## config.mk

```make
export PLATFORM = sky130hd
export DESIGN_NAME = pew_host
export DESIGN_NICKNAME = d
export VERILOG_FILES = /design/src/shared/pew_pkg.sv /design/src/pew_host.sv /design/src/pew_page_buf.sv
export SDC_FILE = /design/constraint.sdc
export NUM_CORES = 1
export LEC_CHECK = 0
export BUFFER_PORTS_ARGS = -buffer_cell sky130_fd_sc_hd__buf_2
export CAP_MARGIN = 20
export CORE_ASPECT_RATIO = 0.5
export CORE_UTILIZATION = 35
export CTS_CLUSTER_SIZE = 8
export DETAILED_ROUTE_END_ITERATION = 8
export PLACE_DENSITY_LB_ADDON = 0.1
export RECOVER_POWER = 25
export SYNTH_ARGS = -nofsm -noshare
export SYNTH_HDL_FRONTEND = slang
export SYNTH_SLANG_ARGS = --single-unit
```

## constraint.sdc

```tcl
create_clock -name CLOCK -period 11.85 [get_ports CLOCK]
set_clock_uncertainty 0.1 [all_clocks]
set_input_delay 2.37 -clock CLOCK [delete_from_list [all_inputs] [get_ports CLOCK]]
set_output_delay 2.37 -clock CLOCK [all_outputs]
set_load 0.1 [all_outputs]
```

## src/shared/pew_pkg.sv

```systemverilog
// package: pin timing, geometry and command codes for the parallel eeprom host controller
package pew_pkg;
  // ------------------------------------------------------------
  // clock and timing
  // ------------------------------------------------------------
  localparam int CLK_PERIOD_NS     = 10;              // 100 MHz system clock
  localparam int WE_PULSE_NS       = 100;             // strobe low time, well above the noise filter
  localparam int WE_PULSE_CYC      = (WE_PULSE_NS + CLK_PERIOD_NS - 1) / CLK_PERIOD_NS;
  localparam int SETUP_NS          = 50;              // address/data setup and hold margin
  localparam int SETUP_CYC         = (SETUP_NS + CLK_PERIOD_NS - 1) / CLK_PERIOD_NS;
  localparam int READ_ACC_NS       = 250;             // slowest read access time
  localparam int READ_ACC_CYC      = (READ_ACC_NS + CLK_PERIOD_NS - 1) / CLK_PERIOD_NS;
  localparam int BYTE_LOAD_US      = 150;             // byte_load_window, longest gap between loads
  localparam int BYTE_LOAD_CYC     = (BYTE_LOAD_US * 1000) / CLK_PERIOD_NS;
  localparam int PROG_CYCLE_MS     = 10;              // program_cycle_time
  localparam int PROG_CYCLE_CYC    = (PROG_CYCLE_MS * 1000000) / CLK_PERIOD_NS;
  localparam int POWER_ON_MS       = 5;               // power-on write hold-off
  localparam int POWER_ON_CYC      = (POWER_ON_MS * 1000000) / CLK_PERIOD_NS;
  localparam int TIMER_W           = 24;              // wide enough for every count above
  // ------------------------------------------------------------
  // geometry
  // ------------------------------------------------------------
  localparam int ADDR_W            = 13;
  localparam int DATA_W            = 8;
  localparam int PAGE_BYTES        = 64;
  localparam int INPAGE_W          = 6;               // byte_in_page_bits
  localparam int POLL_BIT          = 7;               // poll_status_bit
  localparam int TOGGLE_BIT        = 6;               // toggle_status_bit
  localparam logic [ADDR_W-1:0] ID_BASE = 13'h1FC0;   // identification bytes start
  // ------------------------------------------------------------
  // software_write_lock command bytes (values fixed in this package)
  // ------------------------------------------------------------
  localparam logic [ADDR_W-1:0] LOCK_ADDR0 = 13'h1555;
  localparam logic [ADDR_W-1:0] LOCK_ADDR1 = 13'h0AAA;
  localparam logic [ADDR_W-1:0] LOCK_ADDR2 = 13'h1555;
  localparam logic [DATA_W-1:0] LOCK_DATA0 = 8'hAA;
  localparam logic [DATA_W-1:0] LOCK_DATA1 = 8'h55;
  localparam logic [DATA_W-1:0] LOCK_DATA2 = 8'hA0;
  localparam logic [DATA_W-1:0] UNLOCK_DATA2 = 8'h20;
  // ------------------------------------------------------------
  // host commands
  // ------------------------------------------------------------
  typedef enum logic [2:0] {
    PEW_CMD_READ,        // single read
    PEW_CMD_WRITE,       // page write of CMD_LEN bytes
    PEW_CMD_LOCK,        // enable software_write_lock
    PEW_CMD_UNLOCK       // disable software_write_lock
  } pew_cmd_t;
endpackage : pew_pkg

```

## src/pew_host.sv

```systemverilog
// host controller that drives a byte-wide parallel eeprom through its strobes
// Contract
// - write by strobe pulse, gate high
// - page load of up to 64 bytes
// - next byte within byte load window
// - page bits fixed during one load
// - lock by three-byte command sequence
// - locked writes need command prefix
// - commands use page-load timing
// - id bytes at top with high line
module pew_host
  import pew_pkg::*;
#(
  parameter int PROG_TIMEOUT = PROG_CYCLE_CYC,   // give-up bound for polling
  parameter int POWER_WAIT   = POWER_ON_CYC      // hold-off after reset
) (
  input  wire logic                   CLOCK,
  input  wire logic                   RESETN,
  input  wire pew_pkg::pew_cmd_t      CMD,          // command code
  input  wire logic                   CMD_VALID,    // one-cycle request
  input  wire logic [ADDR_W-1:0]      CMD_ADDR,     // start address
  input  wire logic [INPAGE_W:0]      CMD_LEN,      // bytes 1..64 for a write
  input  wire logic                   CMD_ID,       // reach identification bytes
  input  wire logic                   CMD_PREFIX,   // precede write with lock sequence
  input  wire logic                   BUF_WR,       // stage one byte
  input  wire logic [INPAGE_W-1:0]    BUF_ADDR,
  input  wire logic [DATA_W-1:0]      BUF_DATA,
  output logic                        BUSY,
  output logic                        DONE,         // one-cycle pulse
  output logic                        TIMEOUT,      // with DONE, poll gave up
  output logic [DATA_W-1:0]           RD_DATA,
  output logic [ADDR_W-1:0]           MEM_ADDR,
  output logic                        MEM_CE_N,
  output logic                        MEM_OE_N,
  output logic                        MEM_WE_N,
  output logic                        MEM_ID_HV,    // id_access_addr_line raised
  input  wire logic [DATA_W-1:0]      MEM_DQ_I,
  output logic [DATA_W-1:0]           MEM_DQ_O,
  output logic                        MEM_DQ_OE
);
  // ------------------------------------------------------------
  // declarations
  // ------------------------------------------------------------
  typedef enum logic [3:0] {
    S_POWER, S_IDLE, S_SETUP, S_STROBE, S_HOLD, S_NEXT, S_RD_WAIT, S_RD_TAKE, S_POLL, S_POLL_TAKE
  } pew_state_t;

  pew_state_t           state_q, state_d;
  logic [TIMER_W-1:0]   tmr_q, tmr_d;          // phase timer
  logic [TIMER_W-1:0]   wait_q, wait_d;        // programming time spent polling
  pew_cmd_t             cmd_q, cmd_d;
  logic [ADDR_W-1:0]    base_q, base_d;        // page_select_bits kept from here
  logic [INPAGE_W:0]    len_q, len_d;
  logic [INPAGE_W:0]    idx_q, idx_d;          // load step counter, prefix included
  logic                 id_q, id_d;
  logic                 pre_q, pre_d;
  logic [DATA_W-1:0]    last_q, last_d;        // last byte written, for polling
  logic                 tgl_q, tgl_d;          // previous toggle_status_bit
  logic                 tgl_ok_q, tgl_ok_d;    // a first poll sample exists
  logic                 stay_q, stay_d;        // toggle bit was already steady at the previous sample
  logic                 tgl_same;              // toggle bit equals the previous sample
  logic                 busy_d, done_d, tout_d;
  logic [DATA_W-1:0]    rdat_d;
  logic [ADDR_W-1:0]    addr_d;
  logic                 ce_d, oe_d, we_d, hv_d;
  logic [DATA_W-1:0]    dqo_d;
  logic                 dqoe_d;
  logic [DATA_W-1:0]    dq_s1_q, dq_s2_q, dq_s3_q; // pin synchroniser
  logic [INPAGE_W-1:0]  buf_rd_addr;
  logic [DATA_W-1:0]    buf_rd_data;
  logic [INPAGE_W:0]    pre_steps;             // command bytes before data
  logic                 stable;

  // ------------------------------------------------------------
  // staging buffer
  // ------------------------------------------------------------
  pew_page_buf #(.DEPTH(PAGE_BYTES), .AW(INPAGE_W), .DW(DATA_W)) u_buf (
    .clk       (CLOCK),
    .wr_en     (BUF_WR),
    .wr_addr   (BUF_ADDR),
    .wr_data   (BUF_DATA),
    .rd_addr   (buf_rd_addr),
    .rd_data_q (buf_rd_data)
  );

  // ------------------------------------------------------------
  // read data synchroniser, a change counts when stages 2 and 3 agree
  // ------------------------------------------------------------
  always_ff @(posedge CLOCK or negedge RESETN) begin
    if (!RESETN) begin
      dq_s1_q <= '0;
      dq_s2_q <= '0;
      dq_s3_q <= '0;
    end else begin
      dq_s1_q <= MEM_DQ_I;
      dq_s2_q <= dq_s1_q;
      dq_s3_q <= dq_s2_q;
    end
  end
  assign stable = (dq_s2_q == dq_s3_q);
  // a busy device flips the toggle bit on every read, so two equal samples mean it has finished
  assign tgl_same = tgl_ok_q && (dq_s3_q[TOGGLE_BIT] == tgl_q);

  // lock sequence is three bytes when used, then the data bytes follow
  assign pre_steps = (cmd_q == PEW_CMD_WRITE && !pre_q) ? 7'd0 : 7'd3;
  // buffer byte index of the current data step; the buffer read lags one cycle
  assign buf_rd_addr = idx_q[INPAGE_W-1:0] - pre_steps[INPAGE_W-1:0];

  // ------------------------------------------------------------
  // next-state logic
  // ------------------------------------------------------------
  always_comb begin
    state_d = state_q;  tmr_d = tmr_q;  wait_d = wait_q;  cmd_d = cmd_q;
    base_d = base_q;  len_d = len_q;  idx_d = idx_q;  id_d = id_q;  pre_d = pre_q;
    last_d = last_q;  tgl_d = tgl_q;  tgl_ok_d = tgl_ok_q;  stay_d = stay_q;
    busy_d = BUSY;  done_d = 1'b0;  tout_d = TIMEOUT;  rdat_d = RD_DATA;
    addr_d = MEM_ADDR;  ce_d = MEM_CE_N;  oe_d = MEM_OE_N;  we_d = MEM_WE_N;
    hv_d = MEM_ID_HV;  dqo_d = MEM_DQ_O;  dqoe_d = MEM_DQ_OE;
    if (tmr_q != '0) tmr_d = tmr_q - 1'b1;
    if (state_q == S_POLL || state_q == S_POLL_TAKE) wait_d = wait_q + 1'b1;
    case (state_q)
      // supply just came up: hold off every write
      S_POWER: begin
        busy_d = 1'b1;
        if (tmr_q == '0) begin
          state_d = S_IDLE;
          busy_d = 1'b0;
        end
      end
      // accept a command; the lock state is the device's, kept across power
      S_IDLE: begin
        if (CMD_VALID) begin
          cmd_d = CMD;  base_d = CMD_ADDR;  id_d = CMD_ID;  pre_d = CMD_PREFIX;
          len_d = (CMD_LEN == '0) ? 7'd1 : ((CMD_LEN > 7'd64) ? 7'd64 : CMD_LEN);
          idx_d = '0;  busy_d = 1'b1;  tout_d = 1'b0;
          hv_d = CMD_ID;
          addr_d = CMD_ID ? (ID_BASE | CMD_ADDR) : CMD_ADDR;
          oe_d = (CMD == PEW_CMD_READ) ? 1'b0 : 1'b1;
          ce_d = 1'b1;
          tmr_d = TIMER_W'(SETUP_CYC);
          state_d = (CMD == PEW_CMD_READ) ? S_RD_WAIT : S_SETUP;
          if (CMD == PEW_CMD_READ) ce_d = 1'b0;
        end
      end
      // place address and data of one load step, gate held high
      S_SETUP: begin
        if (idx_q < pre_steps) begin
          addr_d = (idx_q == 7'd1) ? LOCK_ADDR1 : ((idx_q == 7'd0) ? LOCK_ADDR0 : LOCK_ADDR2);
          dqo_d = (idx_q == 7'd0) ? LOCK_DATA0 : ((idx_q == 7'd1) ? LOCK_DATA1 :
                  ((cmd_q == PEW_CMD_UNLOCK) ? UNLOCK_DATA2 : LOCK_DATA2));
        end else begin
          // page bits from the start address, or from ID_BASE for id bytes; byte from the step
          addr_d = {base_q[ADDR_W-1:INPAGE_W], buf_rd_addr} | (id_q ? ID_BASE : 13'h0000);
          dqo_d = buf_rd_data;
          last_d = buf_rd_data;
        end
        dqoe_d = 1'b1;
        ce_d = 1'b0;
        oe_d = 1'b1;
        if (tmr_q == '0) begin
          we_d = 1'b0;
          tmr_d = TIMER_W'(WE_PULSE_CYC);
          state_d = S_STROBE;
        end
      end
      // strobe held low long past the noise filter
      S_STROBE: begin
        if (tmr_q == '0) begin
          we_d = 1'b1;
          tmr_d = TIMER_W'(SETUP_CYC);
          state_d = S_HOLD;
        end
      end
      // data hold, then the next step well inside the byte load window
      S_HOLD: begin
        if (tmr_q == '0) begin
          idx_d = idx_q + 1'b1;
          state_d = S_NEXT;
        end
      end
      S_NEXT: begin
        if (cmd_q != PEW_CMD_WRITE && idx_q == 7'd3) begin
          ce_d = 1'b1;  dqoe_d = 1'b0;
          tmr_d = TIMER_W'(PROG_TIMEOUT);  // lock takes one program cycle
          state_d = S_POLL_TAKE;  tgl_ok_d = 1'b0;  wait_d = '0;  stay_d = 1'b0;
          last_d = (cmd_q == PEW_CMD_UNLOCK) ? UNLOCK_DATA2 : LOCK_DATA2;
        end else if (cmd_q == PEW_CMD_WRITE && idx_q == len_q + pre_steps) begin
          // stop loading; the device starts programming once the window lapses
          ce_d = 1'b1;  dqoe_d = 1'b0;
          wait_d = '0;  tgl_ok_d = 1'b0;  stay_d = 1'b0;
          state_d = S_POLL_TAKE;
        end else begin
          tmr_d = TIMER_W'(SETUP_CYC);
          state_d = S_SETUP;
        end
      end
      // single read: wait the access time then sample
      S_RD_WAIT: begin
        if (tmr_q == '0) begin
          tmr_d = TIMER_W'(READ_ACC_CYC);
          state_d = S_RD_TAKE;
        end
      end
      S_RD_TAKE: begin
        if (tmr_q == '0 && stable) begin
          rdat_d = dq_s3_q;
          ce_d = 1'b1;  oe_d = 1'b1;
          busy_d = 1'b0;  done_d = 1'b1;  hv_d = 1'b0;
          state_d = S_IDLE;
        end
      end
      // start one status read of the last location written
      S_POLL_TAKE: begin
        if (wait_q >= TIMER_W'(PROG_TIMEOUT)) begin
          tout_d = 1'b1;  done_d = 1'b1;  busy_d = 1'b0;
          ce_d = 1'b1;  oe_d = 1'b1;  hv_d = 1'b0;
          state_d = S_IDLE;
        end else begin
          ce_d = 1'b0;  oe_d = 1'b0;
          tmr_d = TIMER_W'(READ_ACC_CYC);
          state_d = S_POLL;
        end
      end
      // judge the status byte: toggle bit still and poll bit true means done; a refused
      // write or a command never shows its byte, so a toggle bit still over three samples also ends it
      S_POLL: begin
        if (tmr_q == '0 && stable) begin
          ce_d = 1'b1;  oe_d = 1'b1;
          tgl_d = dq_s3_q[TOGGLE_BIT];
          tgl_ok_d = 1'b1;
          stay_d = tgl_same;
          state_d = S_POLL_TAKE;
          if (tgl_same &&
              (dq_s3_q[POLL_BIT] == last_q[POLL_BIT] || stay_q)) begin
            rdat_d = dq_s3_q;
            done_d = 1'b1;  busy_d = 1'b0;  hv_d = 1'b0;
            state_d = S_IDLE;
          end
        end
      end
      default: state_d = S_IDLE;
    endcase
  end

  // ------------------------------------------------------------
  // registers
  // ------------------------------------------------------------
  always_ff @(posedge CLOCK or negedge RESETN) begin
    if (!RESETN) begin
      state_q <= S_POWER;  tmr_q <= TIMER_W'(POWER_WAIT);  wait_q <= '0;
      cmd_q <= PEW_CMD_READ;  base_q <= '0;  len_q <= '0;  idx_q <= '0;
      id_q <= 1'b0;  pre_q <= 1'b0;  last_q <= '0;  tgl_q <= 1'b0;  tgl_ok_q <= 1'b0;  stay_q <= 1'b0;
      BUSY <= 1'b1;  DONE <= 1'b0;  TIMEOUT <= 1'b0;  RD_DATA <= '0;  MEM_ADDR <= '0;
      MEM_CE_N <= 1'b1;  MEM_OE_N <= 1'b1;  MEM_WE_N <= 1'b1;  MEM_ID_HV <= 1'b0;
      MEM_DQ_O <= '0;  MEM_DQ_OE <= 1'b0;
    end else begin
      state_q <= state_d;  tmr_q <= tmr_d;  wait_q <= wait_d;
      cmd_q <= cmd_d;  base_q <= base_d;  len_q <= len_d;  idx_q <= idx_d;
      id_q <= id_d;  pre_q <= pre_d;  last_q <= last_d;  tgl_q <= tgl_d;  tgl_ok_q <= tgl_ok_d;  stay_q <= stay_d;
      BUSY <= busy_d;  DONE <= done_d;  TIMEOUT <= tout_d;  RD_DATA <= rdat_d;  MEM_ADDR <= addr_d;
      MEM_CE_N <= ce_d;  MEM_OE_N <= oe_d;  MEM_WE_N <= we_d;  MEM_ID_HV <= hv_d;
      MEM_DQ_O <= dqo_d;  MEM_DQ_OE <= dqoe_d;
    end
  end
endmodule // pew_host

```

## src/pew_page_buf.sv

```systemverilog
// page buffer: one page of write data staged by the user before a page load
module pew_page_buf #(
  parameter int DEPTH = 64,
  parameter int AW    = 6,
  parameter int DW    = 8
) (
  input  wire logic          clk,
  input  wire logic          wr_en,
  input  wire logic [AW-1:0] wr_addr,
  input  wire logic [DW-1:0] wr_data,
  input  wire logic [AW-1:0] rd_addr,
  output logic      [DW-1:0] rd_data_q
);
  // ------------------------------------------------------------
  // storage, read data registered
  // ------------------------------------------------------------
  logic [DW-1:0] mem [DEPTH];           // page bytes, no reset needed

  // write port and registered read port
  always_ff @(posedge clk) begin
    if (wr_en) begin
      mem[wr_addr] <= wr_data;
    end
    rd_data_q <= mem[rd_addr];
  end
endmodule // pew_page_buf

```

==> run summary, run 1 <==
outcome -> complete, but fails checks
failing checks -> design-rule violations, max-capacitance violations, max-slew violations
Tot GR Track Use -> 18.52%
number of synthesized flops with an enable pin -> 512
CTS tree -> built
final setup TNS -> 0 ps
pwr/cell area -> 240.7 nW/µm²
chip width -> 396.8 µm
Yosys warnings -> 0
share of cells above drive strength 1 -> 24.23%
first drt pass iteration count -> 9
Crit Path Class -> input port to asynchronous set/reset pin
worst-case clock buffer depth -> 3
CP Cell Sequence -> clkbuf_1, buf_4
Worst EP required -> 12380 ps
startpoint types -> input port
# DRC -> 4
ys flop type -> edfxtp_1
CORE AREA -> 76130 µm²
via count -> 15090
CTS Buf Count -> 92
maximum fanout along the worst path -> 74
area grow syn2layout -> 17.02%
DR iter-0 viols -> 1641
R2R cell count -> 9
final worst slack -> 6118 ps
Least-Margin Pin Slew -> 3923 ps
Die Area -> 79130 µm²
RSZ-0062 raised after global routing -> false
CTS sink cnt -> 663
vias in the first global route -> 15470
num rows -> 71
vias per cell -> 5.324
FMAX -> 174.5 MHz
CP Data Arrival Time -> 6260 ps
leak pwr -> 0.01098 µW
Hold Vio Cnt, Final -> 0
Max Slew Vio Count -> 229
final net count -> 1830
Synth Net Count -> 1668
Routed wire per std cell -> 25.41 µm
Post CTS Setup Buffer Count -> 0
sequential share of the synthesized area -> 70.12%
wire length of the first global-routing pass -> 105.2 mm
clk slew on worst S/H paths -> 50 ps
Max stage delay on crit path -> 2700 ps
Slew HR -> -161.5%
Min-Delay Path Depth -> 0
stages on the worst setup path -> 2
setup violators final -> 0
Port Buf Inserts -> 87
post-cts resize count -> 0
initial core utilization -> 35.83%
Buf/Inv on CP -> 2
Hold WS -> 233.5 ps
post-synthesis async set-or-reset flop share -> 21.57%
H-Tree Depth -> 3
GP Congestion -> 0.8605
cell family with most CP delay -> buffers and inverters
Post-Syn Area per Cell -> 17.03 µm²
Tcrit/Tclk final -> 48.37%
HP Class -> flop to flop
area leader, netlist -> edfxtp_1
maxcap violations -> 4
Slowest-stage cell, CP -> clkbuf_1
synthesized area -> 27280 µm²
top post-synthesis cells by area -> edfxtp_1 (56%), mux4_2 (13%), dfrtp_1 (12%)
Gate Count Post-Synth -> 1602
top cell type's share of synthesized area -> 56.36%
Post-DRT Antenna Nets -> 0
clk root buf -> clkbuf_16
Tot Pwr -> 7683 µW
Final Critical Period -> 5732 ps
Die Span Y -> 199.4 µm
Cell variety after synth -> 78
GRT overflow -> 0
Ports -> 88
Detail Placement HPWL -> 45.30 mm
Setup crit end kind -> asynchronous set/reset pin
drt total wl -> 72.03 mm
FF+latch count, synth -> 663
Worst VDD drop -> 143.1 µV
worst skew pair latency -> 670 ps
hold_buf cts -> 0
Post-Place Worst Slack -> 6596 ps
largest net degree at the start of global routing -> 91
initial antenna violation count -> 1
==> cell type report <==
cell class / count / area, µm²
repair buffers: 146 / 1030
inverters: 15 / 56.30
clock buffers: 135 / 2464
clock inverters: 7 / 178.9
multi-input cells: 846 / 7785
fillers: 6748 / 44210
well taps: 1022 / 1279
flip-flops and latches: 663 / 19130
diodes: 1 / 2.502
==> cell families (layout without fill, tap and decap cells) <==
group / count (synthesis) / count (layout) / synth area share [%]
and+or+nand+nor: 433 / 433 / 7.788
adders and majority gates: 15 / 15 / 0.7431
buffers and inverters: 93 / 303 / 1.559
AOI/OAI and AO/OA: 148 / 148 / 3.546
DFF: 663 / 663 / 70.12
other: 0 / 1 / 0
muxes: 179 / 179 / 13.97
xor gates and xnor gates: 71 / 71 / 2.280
==> Yosys cell counts, types with 14 or more instances <==
cell and n:
nand3_1 40, dfrtp_1 132, inv_1 14, edfxtp_1 512
nor3_1 27, or3_1 15, xnor2_1 33, mux4_2 160
nor2_1 149, nand2_1 108, a22oi_1 17, a21oi_1 33
xor2_1 38, clkbuf_1 56, o21ai_0 45
==> power breakdown <==
group	switching, µW	internal (µW)	total (µW)	leakage, µW
clock network	1000	1430	2430	0.00126
logic	1450	978	2430	0.00323
registers	154	2670	2820	0.00649
==> through the flow <==
step                cell area, µm²  util, %  instances
floorplan                    27280        -       1602
finish                       31920    41.93       2835
global route                 31920    41.93       2834
detailed placement           29100    38.22       2677
CTS                          31740    41.69       2819
global placement             28840    37.89       2652
==> final timing paths <==
kind,slack [ps],to,from
max,6120,MEM_DQ_O[2],RESETN
min,230,dq_s2_q[2],dq_s1_q[2]
max reg2reg,6620,u_buf.rd_data_q[6],cmd_q[2]
min reg2reg,230,dq_s2_q[2],dq_s1_q[2]
max in group CLOCK,6620,u_buf.rd_data_q[6],cmd_q[2]
min in group asynchronous,2950,wait_q[19],RESETN
==> layout by cell type (no fill, tap or decap), types with 10 or more instances in the layout <==
cell type / synthesis / final
nor4_1: 12 / 11
or3_1: 15 / 15
nand2_1: 108 / 108
o21ai_0: 45 / 45
mux4_2: 160 / 160
clkbuf_1: 56 / 54
nor2_1: 149 / 148
dfstp_2: 11 / 11
nand3_1: 40 / 39
clkbuf_16: 0 / 92
inv_1: 14 / 14
nand3b_1: 10 / 10
buf_6: 1 / 24
ha_1: 13 / 12
xor2_1: 38 / 38
a22oi_1: 17 / 17
xnor2_1: 33 / 31
nor2b_1: 10 / 10
buf_2: 2 / 79
nor3_1: 27 / 25
dfrtp_1: 132 / 132
a21oi_1: 33 / 33
edfxtp_1: 512 / 512
buf_4: 0 / 26
mux2_1: 11 / 11
==> layer usage <==
layer	vias up	share of wire, %	GRT usage [%]
met1	7900	44	25.24
met3	85	6.9	5.202
met2	505	47	29.67
met4	0	1.4	3.790
li1	6604	-	-
met5	-	0	0
==> state kept, by name (all words and copies together), names as in the netlist, 7 cells and up <==
name / cells
len_q: 7
wait_q: 24
MEM_DQ_O: 8
RD_DATA: 8
u_buf.mem: 512
MEM_ADDR: 13
dq_s3_q: 8
u_buf.rd_data_q: 8
dq_s2_q: 8
tmr_q: 24
base_q: 7
dq_s1_q: 8
idx_q: 7
No activity file was read; power rests on OpenSTA's default activity.
==> inputs of run 2 (changes only) <==
==> constraint.sdc (replaced) <==
create_clock -name CLOCK -period 4.9 [get_ports CLOCK]
set_clock_uncertainty 0.1 [all_clocks]
set_input_delay 0.98 -clock CLOCK [delete_from_list [all_inputs] [get_ports CLOCK]]
set_output_delay 0.98 -clock CLOCK [all_outputs]
set_load 0.1 [all_outputs]
==> run 2 against run 1 <==
The run still ends with design-rule violations, max-capacitance violations, max-slew violations left. Total power is 140% higher. Count of clock-buffer cells in the layout is 2 lower. Core utilization is 0.066 points lower. Combinational power grew to 2.5 times the previous value. Routed wire length is 1.0% lower. Critical path type is now flop to flop. Largest cell class unchanged. Highest routed layer unchanged.
==> run summary, run 2 (synthesized netlist as in run 1, its figures left out) <==
Tcrit/Tclk final -> 88.35%
Tot Pwr -> 18800 µW
Slowest-stage cell, CP -> fa_4
Port Buf Inserts -> 87
num rows -> 71
R2R Path Start -> cmd_q[2]
Worst Setup SP -> cmd_q[2]
CP Data Arrival Time -> 4760 ps
Crit Path Class -> flop to flop
Ports -> 88
hold_buf cts -> 0
vias in the first global route -> 15440
DR iter-0 viols -> 1416
CTS tree -> built
Buf/Inv on CP -> 1
maxcap violations -> 4
Least-Margin Pin Slew -> 3624 ps
CTS sink cnt -> 663
Post CTS Setup Buffer Count -> 0
HP Class -> flop to flop
clk slew on worst S/H paths -> 50 ps
pwr/cell area -> 589.8 nW/µm²
CTS Buf Count -> 92
switching power -> 6357 µW
Hold Vio Cnt, Final -> 0
vias per cell -> 5.341
maximum fanout along the worst path -> 61
failing checks -> design-rule violations, max-capacitance violations, max-slew violations
clock power share -> 31.1%
setup violators final -> 0
post-cts resize count -> 0
final net count -> 1819
most used cell, CP -> mux4_2
Final Critical Period -> 4329 ps
Post-DRT Antenna Nets -> 0
H-Tree Depth -> 3
FILL cells -> 6743
RSZ-0062 raised after global routing -> false
leak pwr -> 0.01093 µW
share of cells above drive strength 1 -> 23.83%
Worst VDD drop -> 618.0 µV
Largest regs -> u_buf.mem: 512 flops, tmr_q: 24 flops, wait_q: 24 flops
Post-Place Worst Slack -> 498.4 ps
FMAX -> 231.0 MHz
Flop pwr share -> 36.3%
final setup TNS -> 0 ps
first drt pass iteration count -> 9
final worst slack -> 570.9 ps
CORE AREA -> 76130 µm²
max reg flops -> 512
commonest non-fill, non-tap cells in the layout -> edfxtp_1 (512), mux4_2 (160), nor2_1 (148)
Worst EP required -> 5330 ps
wire length of the first global-routing pass -> 105.1 mm
Setup crit end kind -> flop
Sw Ratio -> 33.82%
startpoint types -> flop
drt total wl -> 71.30 mm
internal power -> 12440 µW
Die Span Y -> 199.4 µm
initial core utilization -> 35.83%
chip width -> 396.8 µm
Logic pwr share -> 32.5%
initial antenna violation count -> 2
Detail Placement HPWL -> 44.81 mm
Die Area -> 79130 µm²
Tot GR Track Use -> 18.38%
area grow syn2layout -> 16.84%
Max Slew Vio Count -> 235
largest net degree at the start of global routing -> 80
CP Cell Sequence -> or3b_1, or2_2, ha_4, fa_4, buf_12, mux4_2, mux4_2, a22oi_1, nand2_1
worst-case clock buffer depth -> 3
clk root buf -> clkbuf_16
cell family with most CP delay -> adder cells
Max stage delay on crit path -> 880 ps
Top reg by flops -> u_buf.mem
min-delay src -> dq_s1_q[3]
GP Congestion -> 0.8424
outcome -> complete, but fails checks
Slew HR -> -141.6%
commonest non-fill, non-tap cell in the layout -> edfxtp_1
via count -> 15060
worst skew pair latency -> 660 ps
Routed wire per std cell -> 25.29 µm
# DRC -> 1
GRT overflow -> 0
==> run 2: cell count changes in the layout (fill, tap and decap cells not counted), sizes merged <==
cell | before | now
inv | 17 | 16
clkinv | 5 | 3
clkbuf | 146 | 143
buf | 135 | 124
dlygate4sd2 | 0 | 1
==> run 2: final timing paths <==
kind                                 endpoint  slack, ps  depth (start not counted)
max in group asynchronous           tmr_q[12]       1010                          1
hold / removal                     dq_s2_q[3]        240                          0
setup / recovery           u_buf.rd_data_q[0]        570                          9
setup reg to reg           u_buf.rd_data_q[0]        570                          9
hold reg to reg                    dq_s2_q[3]        240                          0
min in group asynchronous          wait_q[18]       1640                          1
==> run 2: power by group through the flow <==
| stage | registers (µW) | clock network, µW | logic [µW] |
|---|---|---|---|
| global route | 6870 | 6240 | 6520 |
| finish | 6830 | 5850 | 6120 |
| detailed placement | 6930 | 0 | 6170 |
| global placement | 6920 | 0 | 6100 |
| CTS | 6830 | 5990 | 6180 |
| floorplan | 7480 | 0 | 3710 |
==> run 2: per-stage QoR <==
step                util (%)  cells  area (µm²)  hold WS (ps)
floorplan                  -   1602       27280         231.2
global placement       38.05   2655       28970         236.1
detailed placement     38.19   2664       29080         234.7
CTS                    41.60   2801       31670         243.9
global route           41.86   2819       31870         249.4
finish                 41.86   2819       31870         244.7
==> run 2: worst reg2reg max path, cell delays in order, from the launching register on <==
cell and delay (ps):
dfrtp_1 380, or3b_1 420, or2_2 380, ha_4 200, fa_4 880, buf_12 350, mux4_2 450, mux4_2 540
a22oi_1 440, nand2_1 100
==> run 2: layout make-up <==
| class | instances | area (µm²) | share of cell area [%] |
|---|---|---|---|
| Clock inverter | 4 | 96.34 | 0.3023 |
| Clock buffer | 133 | 2499 | 7.840 |
| Timing Repair Buffer | 135 | 1022 | 3.207 |
| Multi-Input combinational cell | 846 | 7790 | 24.44 |
| Antenna cell | 1 | 2.502 | 0.007851 |
| Sequential cell | 663 | 19130 | 60.01 |
| Tap cell | 1022 | 1279 | 4.012 |
| Inverter | 15 | 56.30 | 0.1767 |
==> run 2: routing by layer <==
metal	vias up	GRT usage [%]	routed length [µm]
met5	-	0	0
met4	0	4.805	1286
met3	93	4.101	3662
met2	366	29.28	33870
met1	8029	25.50	32480
li1	6567	-	-
